===== src/core/vcs_regs.vh =====
// Purpose: Constants for the VRAM bank and channel strobe selector
// Assumes: 100 MHz frame buffer clock
// Notes: Definitions only; included by bare name
`ifndef VCS_REGS_VH
`define VCS_REGS_VH

// Clock rate and strobe phase times
`define VCS_CLK_MHZ 100
`define VCS_T_RAS_NS 60
`define VCS_T_CAS_NS 30
// Least times round up to whole cycles
`define VCS_RAS_CYC ((`VCS_T_RAS_NS * `VCS_CLK_MHZ + 999) / 1000)
`define VCS_CAS_CYC ((`VCS_T_CAS_NS * `VCS_CLK_MHZ + 999) / 1000)

// Access mode codes on the mode outputs; 2'b11 is idle and reset level
`define VCS_MODE_HORIZ 2'h0
`define VCS_MODE_DIAG 2'h1
`define VCS_MODE_BCAST 2'h2
`define VCS_MODE_IDLE 2'h3

// Cycle kinds on the request port
`define VCS_CYC_DATA 2'h0
`define VCS_CYC_REFRESH 2'h1
`define VCS_CYC_XFER 2'h2
`define VCS_CYC_PMASK 2'h3

// Reset levels of the strobe outputs
`define VCS_RST_CAS 4'hf
`define VCS_RST_CASEN 2'h3
`define VCS_RST_RAS 4'hf
`define VCS_RST_RASEN 4'h0

`endif


===== src/core/vcs_mode_decode.v =====
// Purpose: Pick access mode and per-request RAS enable and bank select
// Assumes: Request fields stable while sampled
// Notes: Purely combinational; registered by the caller
`timescale 1ns/1ps
`default_nettype none
`include "vcs_regs.vh"

module vcs_mode_decode (
  input wire deep32,
  input wire [1:0] cycleKind,
  input wire unpacked8,
  input wire segment,
  input wire [1:0] bank,
  output reg [1:0] modeCode,
  output reg [3:0] rasEnableN,
  output reg [1:0] bankSelect
);

  // One-hot bank decode, active low
  function [3:0] bankLowHot;
    input [1:0] b;
    begin
      bankLowHot = ~(4'h1 << b);
    end
  endfunction

  // Mode, RAS enables and bank select from the request
  always @* begin
    modeCode = `VCS_MODE_HORIZ;
    rasEnableN = 4'hf;
    bankSelect = bank;
    if (cycleKind != `VCS_CYC_DATA) begin
      // RULE_09: broadcast to whole segment
      modeCode = `VCS_MODE_BCAST;
      bankSelect = 2'h3;
    end else if (deep32 && unpacked8) begin
      // RULE_11: diagonal for unpacked 8-bpp
      // RULE_10: bytes from eight dwords
      modeCode = `VCS_MODE_DIAG;
    end
    if (deep32) begin
      // RULE_06: whole segment RAS enable
      rasEnableN = segment ? 4'h3 : 4'hc;
    end else begin
      // RULE_04: one bank per segment for data cycles; all four banks for other cycles
      rasEnableN = (cycleKind != `VCS_CYC_DATA) ? 4'h0 : bankLowHot(bank);
    end
  end

endmodule // vcs_mode_decode

`default_nettype wire


===== src/core/vcs_strobe_select.v =====
// Purpose: Sequence RAS and CAS strobe selection toward the external decoder
// Assumes: Requests synchronous to clk; one request at a time
// Notes: Outputs registered; the decoder turns them into per-bank strobes

`timescale 1ns/1ps
`default_nettype none
`include "vcs_regs.vh"

// Function
// RULE_01: 8-plane uses one segment, four banks
// RULE_02: 32-plane uses two segments of banks
// RULE_03: 8-bpp channel strobes pick channel-bank
// RULE_04: 8-bpp RAS enable one bank only; the code enables all four banks for refresh, transfer and plane-mask cycles
// RULE_05: Decoder lets RAS-enabled bank answer CAS
// RULE_06: 32-bpp enables RAS for whole segment
// RULE_07: 32-bpp bank enables identify answering bank
// RULE_08: Horizontal mode moves two dwords, one bank
// RULE_09: Broadcast for refresh, transfers, plane masks
// RULE_10: Diagonal takes one byte per dword
// RULE_11: Diagonal for unpacked 8-bpp, else horizontal
// RULE_12: Mode code driven on mode outputs
// RULE_13: Decoder builds sixteen strobes per segment
// RULE_14: Reset holds CAS, bank, mode high
// RULE_15: Reset holds RAS high, enables low
// RULE_16: Fixed two-bit mode code assignment
module vcs_strobe_select #(
  parameter RAS_CYC = `VCS_RAS_CYC,
  parameter CAS_CYC = `VCS_CAS_CYC
) (
  input wire clk,
  input wire rst_n,
  input wire clkEn,
  input wire deep32,
  input wire reqValid,
  input wire [1:0] reqCycle,
  input wire reqUnpacked8,
  input wire reqSegment,
  input wire [1:0] reqBank,
  input wire [3:0] reqChannels,
  output reg reqReady_q,
  output reg [3:0] rasData_n_q,
  output reg [3:0] rasEnable_n_q,
  output reg [3:0] casStrobe_n_q,
  output reg [1:0] casBankEnable_q,
  output reg [1:0] casModeCode_q
);

  localparam [1:0] ST_IDLE = 2'h0;
  localparam [1:0] ST_RAS = 2'h1;
  localparam [1:0] ST_CAS = 2'h2;
  localparam [1:0] ST_DONE = 2'h3;
  // Cut to counter width on purpose; 256 wraps to 8'hff as intended
  localparam [7:0] RAS_LAST = RAS_CYC[7:0] - 8'h1;
  localparam [7:0] CAS_LAST = CAS_CYC[7:0] - 8'h1;

  reg [1:0] state_q;
  reg [7:0] count_q;
  reg cbr_q;
  reg [3:0] chans_q;
  reg segment_q;
  wire [1:0] modeCode;
  wire [3:0] rasEnableN;
  wire [1:0] bankSelect;
  // 8-plane has a single segment, so the segment field is forced low
  // RULE_01: one segment when shallow
  wire segEff = deep32 & reqSegment;
  wire take = reqValid & reqReady_q;

  vcs_mode_decode u_decode (
    .deep32(deep32),
    .cycleKind(reqCycle),
    .unpacked8(reqUnpacked8),
    .segment(segEff),
    .bank(reqBank),
    .modeCode(modeCode),
    .rasEnableN(rasEnableN),
    .bankSelect(bankSelect)
  );

  // Strobe sequencer; refresh runs CAS before RAS
  always @(posedge clk or negedge rst_n) begin
    if (!rst_n) begin
      state_q <= ST_IDLE;
      count_q <= 8'h0;
      cbr_q <= 1'b0;
      chans_q <= 4'h0;
      segment_q <= 1'b0;
      reqReady_q <= 1'b0;
      // RULE_14: strobes and mode high
      casStrobe_n_q <= `VCS_RST_CAS;
      casBankEnable_q <= `VCS_RST_CASEN;
      casModeCode_q <= `VCS_MODE_IDLE;
      // RULE_15: RAS high, enables low
      rasData_n_q <= `VCS_RST_RAS;
      rasEnable_n_q <= `VCS_RST_RASEN;
    end else if (clkEn) begin
      case (state_q)
        ST_IDLE: begin
          reqReady_q <= 1'b1;
          if (take) begin
            reqReady_q <= 1'b0;
            cbr_q <= (reqCycle == `VCS_CYC_REFRESH);
            chans_q <= reqChannels;
            segment_q <= segEff;
            // RULE_12: present access mode
            // RULE_16: fixed code assignment
            casModeCode_q <= modeCode;
            // RULE_07: bank select with strobe
            // RULE_08: horizontal targets one bank
            casBankEnable_q <= bankSelect;
            rasEnable_n_q <= rasEnableN;
            count_q <= 8'h0;
            state_q <= ST_RAS;
            if (reqCycle == `VCS_CYC_REFRESH) begin
              // Refresh: CAS leads RAS on all channels
              casStrobe_n_q <= 4'h0;
            end else begin
              rasData_n_q <= segEff ? 4'h3 : 4'hc;
            end
          end
        end
        ST_RAS: begin
          count_q <= count_q + 8'h1;
          if (count_q == RAS_LAST) begin
            count_q <= 8'h0;
            state_q <= ST_CAS;
            if (cbr_q) begin
              rasData_n_q <= segment_q ? 4'h3 : 4'hc;
            end else begin
              // RULE_03: channel strobes select channel
              casStrobe_n_q <= ~chans_q;
            end
          end
        end
        ST_CAS: begin
          count_q <= count_q + 8'h1;
          if (count_q == CAS_LAST) begin
            state_q <= ST_DONE;
          end
        end
        default: begin
          // Release all strobes; at least two idle cycles give precharge
          casStrobe_n_q <= 4'hf;
          rasData_n_q <= 4'hf;
          casModeCode_q <= `VCS_MODE_IDLE;
          casBankEnable_q <= 2'h3;
          rasEnable_n_q <= 4'hf;
          state_q <= ST_IDLE;
        end
      endcase
    end
  end

endmodule // vcs_strobe_select

`default_nettype wire


===== config.mk =====
export PLATFORM = sky130hd
export DESIGN_NAME = vcs_strobe_select
export DESIGN_NICKNAME = d
export VERILOG_FILES = /design/src/core/vcs_mode_decode.v /design/src/core/vcs_strobe_select.v
export VERILOG_INCLUDE_DIRS = /design/src /design/src/core
export SDC_FILE = /design/constraint.sdc
export NUM_CORES = 1
export LEC_CHECK = 0
export BUFFER_PORTS_ARGS = -buffer_cell sky130_fd_sc_hd__buf_2
export CAP_MARGIN = 10
export CORE_MARGIN = 5
export CORE_UTILIZATION = 40
export CTS_BUF_LIST = sky130_fd_sc_hd__clkbuf_16
export DETAILED_ROUTE_END_ITERATION = 8
export PLACE_DENSITY = 0.6
export SYNTH_ARGS = -nofsm -noshare
export SYNTH_HDL_FRONTEND = slang
export SYNTH_SLANG_ARGS = --single-unit
export TNS_END_PERCENT = 30

===== constraint.sdc =====
create_clock -name clk -period 2.6 [get_ports clk]
set_clock_uncertainty 0.15 [all_clocks]
set_input_delay 0.13 -clock clk [delete_from_list [all_inputs] [get_ports clk]]
set_output_delay 0.13 -clock clk [all_outputs]
set_load 0.005 [all_outputs]

* Word level (Yosys, flattened, before mapping) *
Index checks and enable logic that the tools add are counted.

cells by class
  shifts and indexed selects = 1
  add/sub/neg operators = 1
  bitwise gates (word level) = 6
  multiplexer cells = 31
  div/mod/pow operators = 0
  reductions and logical operators = 12
  order comparisons = 0
  equality and inequality tests = 12
  multipliers = 0

operator list
  cell                                                                   number
  4-bit 2-to-1 mux                                                       13
  4-bit case mux with 3 select lines                                     2
  8-bit case mux with 3 select lines                                     1
  8-bit 2-to-1 mux                                                       2
  2-bit 2-to-1 mux                                                       7
  2-bit != test, second input constant                                   7
  6-bit AND reduction                                                    2
  3-bit AND reduction                                                    3
  8-bit by 1-bit adder with 8-bit output, second input constant          1
  8-bit by 2-bit equality test with 1-bit output, second input constant  1
  8-bit by 3-bit equality test with 1-bit output, second input constant  1
  4-bit inverter                                                         2
  2-bit case mux with 2 select lines                                     2
  4-bit case mux with 2 select lines                                     1
  2-bit case mux with 3 select lines                                     1
  2-bit by 1-bit equality test with 1-bit output, second input constant  2
  4-bit AND reduction                                                    1
  1-bit by 2-bit << shifter with 4-bit output, first input constant      1
  3-bit nonzero test                                                     1
  1-bit AND                                                              2
  2-bit equality test, second input constant                             1
  2-bit logical NOT                                                      1
  1-bit 2-to-1 mux                                                       2
  1-bit inverter                                                         2
  other kinds (4)                                                        4

storage, ports and cells
  bits of input ports = 15
  RAM bits = 0
  output and inout port bits = 17
  memory bits (read-only) = 0
  word-level logic and storage cells = 74
  register bits = 33
  bits in latches = 0
  memories = 0

* Longest topological paths before layout *
  depth after elaboration = 6
  mapped depth = 8
  depth with buffers taken out = 6

* Modules after synthesis *
A second synthesis with hierarchy kept.

second synthesis, totals
  cell total of the unflattened synthesis = 188
  area total of the unflattened synthesis = 1784.2 sq um

modules (own cells, without submodules)
  module             times used  cells an instance  area an instance (sq um)  seq. area each (sq um)
  vcs_strobe_select  1           172                1689.1                    788.3
  vcs_mode_decode    1           16                 95.1                      0.0

* Worst setup path before layout *
Ideal clock, no wire load.

  path kind = reg-to-reg
  from = register state_q[0]
  to = register count_q[5]
  stages on the path, launching flop included = 7
  slack = 0.571 ns
  path buffers = 0
  period minus slack after synthesis = 2.029 ns
  library setup time = 0.126 ns
  arrival time = 1.753 ns
  required time = 2.324 ns
  cell sequence = dfrtp_1 -> inv_1 -> ha_1 -> or4_1 -> o211a_1 -> and3_1 -> a221o_1

between the ends
  cells in the longest elaborated chain, start to end = 3
  elaborated cells on any way between the ends = 7
  classes of those cells = eq/ne: 3; mux: 1; reduce/logical: 3

ends and longest elaborated chain
  element                                                        RTL line                 RTL
  start, declared                                                vcs_strobe_select.v:56   reg [1:0] state_q;
  start signal, assigned                                         vcs_strobe_select.v:83   state_q <= ST_IDLE;
  start signal, assigned                                         vcs_strobe_select.v:113  state_q <= ST_RAS;
  start signal, assigned                                         vcs_strobe_select.v:126  state_q <= ST_CAS;
  2-bit equality test, or another cell as far along              vcs_strobe_select.v:97   case (state_q)
  3-bit nonzero test (no line) or 2-bit != test (tied branches)  n/a
  3-bit AND reduction (no line)                                  n/a
  end signal, assigned                                           vcs_strobe_select.v:123  count_q <= count_q + 8'h1;
  end signal, assigned                                           vcs_strobe_select.v:136  count_q <= count_q + 8'h1;
  end, declared                                                  vcs_strobe_select.v:57   reg [7:0] count_q;

Parallel ways exist; a longest one is shown, timed or not.
A chain may end at the register's enable or synchronous reset.

* Worst setup path after layout *
Same ends and word-level chain as after synthesis.

==> results.rst <==
.. list-table::
   :header-rows: 1

   * - Metric
     - Value
   * - Clock Root Buffer
     - clkbuf_16
   * - Post-synthesis sequential area ratio
     - 46.1%
   * - Setup violations, final
     - 0
   * - Die span in x
     - 75.4 um
   * - Setup WS pre-CTS
     - 0.414 ns
   * - CTS buffer count
     - 5
   * - Measured slew at the worst slew-check pin
     - 0.698 ns
   * - Initial antenna violation count
     - 0
   * - Number of synthesized flops with an enable pin
     - 0
   * - Power density over cell area
     - 1060 nW/um^2
   * - Post-route worst setup slack
     - 0.404 ns
   * - Vias in the first global route
     - 1,369
   * - Unrepaired setup endpoints after global routing
     - no
   * - P_sw
     - 778 uW
   * - Net count of the mapped netlist
     - 198
   * - Worst setup path category
     - reg2reg
   * - Number of detailed-routing iterations run before antenna repair
     - 4
   * - Outcome
     - finished, final reports clean
   * - Max-slew violation count
     - 0
   * - Seq. cell area
     - 788 um^2
   * - Number of clock sinks
     - 31
   * - Static Leak
     - 0.970 nW
   * - Worst hold-check path type
     - in2reg
   * - Weighted congestion at the end of routability-driven global placement
     - 0.882
   * - Final hold vios
     - 0
   * - Slowest cell delay on critical path
     - 0.47 ns
   * - Net total in the final layout
     - 236
   * - Signal arrival time at the worst endpoint
     - 2.20 ns
   * - Synth top area cells
     - dfrtp_1 31%, dfstp_2 15%, ha_1 5.1%
   * - Hold Path End
     - segment_q
   * - DP HPWL
     - 2730 um
   * - Wire length of the first global-routing pass
     - 6310 um
   * - Critical path launch point type
     - flip-flop
   * - Post-CTS Hold Fix Bufs
     - 7
   * - Sequential group share of total power
     - 35.7%
   * - Routed WL
     - 3730 um
   * - Gr ovfl total
     - 0
   * - Effective utilization at floorplan
     - 42.1%
   * - Clk pin slew, worst setup/hold paths
     - 0.05 ns
   * - Peak supply drop
     - 446 uV
   * - Warnings from Yosys
     - 0
   * - Switching Share
     - 35.1%
   * - Most area-hungry cell type in the Yosys netlist
     - dfrtp_1
   * - Worst hold stages
     - 3
   * - Crit path max-delay cell type
     - or4_1
   * - Die Y-Extent
     - 75.4 um
   * - Capturing element type of the critical path
     - flip-flop
   * - Post-synthesis instance area
     - 1710 um^2
   * - Total Power Consumption
     - 2.22 mW
   * - Worst-path maximum fanout
     - 6
   * - Register-to-register setup slack
     - 0.40 ns
   * - Largest net degree at the start of global routing
     - 32
   * - Maximum achievable frequency
     - 455 MHz
   * - First DRT Iteration DRCs
     - 63
   * - Fraction of synthesized cell area taken by the top area cell type
     - 30.7%
   * - Remaining antenna violation count
     - 0
   * - Overall die area
     - 5680 um^2
   * - Synth Register Bits
     - 31
   * - FF-to-FF Start
     - state_q[0]
   * - Total non-filler cell area in the finished layout
     - 2100 um^2
   * - Sequence of cells on the critical path
     - inv_1 -> ha_1 -> or4_1 -> o211ai_2 -> nor2_1 -> a221o_1
   * - Post-route insts no fill
     - 265
   * - Area delta synth->final
     - 22.6%
   * - Share of cells above drive strength 1
     - 26.5%
   * - Clock latency on the worst-skew pair
     - 0.27 ns
   * - Sum of negative setup slack
     - 0 ns
   * - Reg2Reg Capture Point
     - count_q[5]
   * - Most common cell after layout, fill and taps aside
     - buf_2
   * - Required time reported for the critical path endpoint
     - 2.60 ns
   * - Post-detailed-placement cell area
     - 1890 um^2
   * - Placement Rows
     - 23
   * - Remaining max-slew budget at the tightest pin
     - 53.5%
   * - CTS tree
     - built
   * - Total of fill cells in the finished design
     - 377
   * - I/O pin total
     - 32
   * - GRT Resource Usage Total
     - 15.0%
   * - Total setup buffers inserted after CTS
     - 0
   * - Maximum level of the CTS H-tree
     - 2
   * - # placed instances
     - 250
   * - Int Power
     - 1.44 mW
   * - Count of cells resized by post-cts repair
     - 0
   * - Clock buffer depth
     - 2
   * - CP delay by family, top
     - simple AND/OR/NAND/NOR gates
   * - Mean post-synth cell area
     - 9.71 um^2
   * - Most used flip-flop cell after synthesis
     - dfrtp_1
   * - Average routed wire per standard cell
     - 14.1 um
   * - Worst Min Path Start
     - reqSegment
   * - Commonest cells after routing, fill and taps aside
     - 31 x buf_2, 21 x nand2_1, 21 x dfrtp_1, 14 x inv_1, 14 x nor2_1
   * - Count of cells along the worst register-to-register path
     - 6
   * - Total via count after detailed routing
     - 1,375
   * - Antenna Cells
     - 0
   * - Yosys cell types
     - 44
   * - Shortest clock period the worst path allows after layout
     - 2.20 ns
   * - Core Region
     - 4060 um^2
   * - Clock power frac
     - 24.1%
   * - Final critical-path share of the clock period
     - 84.5%
   * - Max-cap violation count
     - 0
   * - Number of instances in the synthesized netlist
     - 176
   * - Combinational share of power
     - 40.2%
   * - Via count normalized by instance count
     - 5.19
   * - Bufs and invs on worst path
     - 1
   * - Multi-input gate area in the final layout
     - 830 um^2
   * - PortBufs
     - 31
   * - Proportion of synthesized flip-flops having asynchronous set or reset
     - 100%
   * - DRC violations left
     - 0
synth_stat cells (3+ instances only):
cell type	count
nand3_1	4
and2_1	4
nor2_1	14
inv_1	12
clkbuf_1	4
dfrtp_1	21
a22o_1	3
nor3_1	3
ha_1	7
mux2_4	4
o21ai_0	10
dfstp_2	10
a21oi_1	13
nand4_1	4
nor2b_1	4
nand2_1	21
worst max path at each step:
stage | startpoint | to | slack [ns] | cells after the start
2_1_floorplan | state_q[0] | count_q[5] | 0.57 | 6
3_3_place_gp | state_q[0] | count_q[5] | 0.50 | 6
3_5_place_dp | state_q[0] | count_q[5] | 0.41 | 6
4_1_cts | state_q[0] | count_q[5] | 0.40 | 6
5_1_grt | state_q[0] | count_q[5] | 0.27 | 6
6_report | state_q[0] | count_q[5] | 0.40 | 6
through the flow:
stage | utilization [%] | hold slack [ns]
after floorplan | - | -0.316
after global placement | 46.5 | 0.0588
after detailed placement | 46.5 | 0.0663
after CTS | 51.6 | 0.0000844
after global routing | 51.6 | 0.00985
final | 51.6 | 0.00428
state kept, by name, summed over array words and instances, names as in the netlist:
register         count
chans_q              4
segment_q            1
casModeCode_q        2
cbr_q                1
reqReady_q           1
casBankEnable_q      2
count_q              8
casStrobe_n_q        4
state_q              2
rasEnable_n_q        4
rasData_n_q          2
power by group through the flow:
| stage | clock network, mW | registers (mW) | logic [mW] |
|---|---|---|---|
| floorplan | 0 | 0.783 | 0.663 |
| global route | 0.576 | 0.812 | 1.02 |
| finish | 0.535 | 0.791 | 0.892 |
| detailed placement | 0 | 0.797 | 0.897 |
| global placement | 0 | 0.787 | 0.875 |
| CTS | 0.554 | 0.792 | 0.906 |
cell type report:
class                      count  area share (%)
clock inverter                 3           0.597
clock buffer                   5            5.97
multi-input combinational    125            39.6
sequential                    31            37.6
timing repair buffer          39            11.1
inverter                      12            2.15
tap                           50            2.99
cell families (layout without fill, tap and decap cells):
group	after synthesis	in the layout	synth area share [%]
buffers and inverters	20	59	5.34
AO/OA/AOI/OAI	43	43	17.4
multiplexers	8	8	6.00
flip-flops	31	31	46.1
adder cells (fa/ha/maj)	7	7	5.12
AND/OR/NAND/NOR	67	67	20.1
worst reg2reg max path, delay by kind of cell, from the launching register on:
kind,cells,cell delay (ns)
AND/OR/NAND/NOR,2,0.62
AO/OA/AOI/OAI,2,0.58
flip-flops,1,0.38
adder cells (fa/ha/maj),1,0.26
buffers and inverters,1,0.08
per-layer routing:
layer	GRT usage (%)	routed length [um]	vias to the layer above	share of wire, %
met5	0	0	-	0
met4	7.96	31	0	0.83
met3	4.62	184	6	4.9
met2	24.3	1870	28	50
met1	17.8	1650	647	44
li1	-	-	694	-
Power figures use the tool's default switching activity.
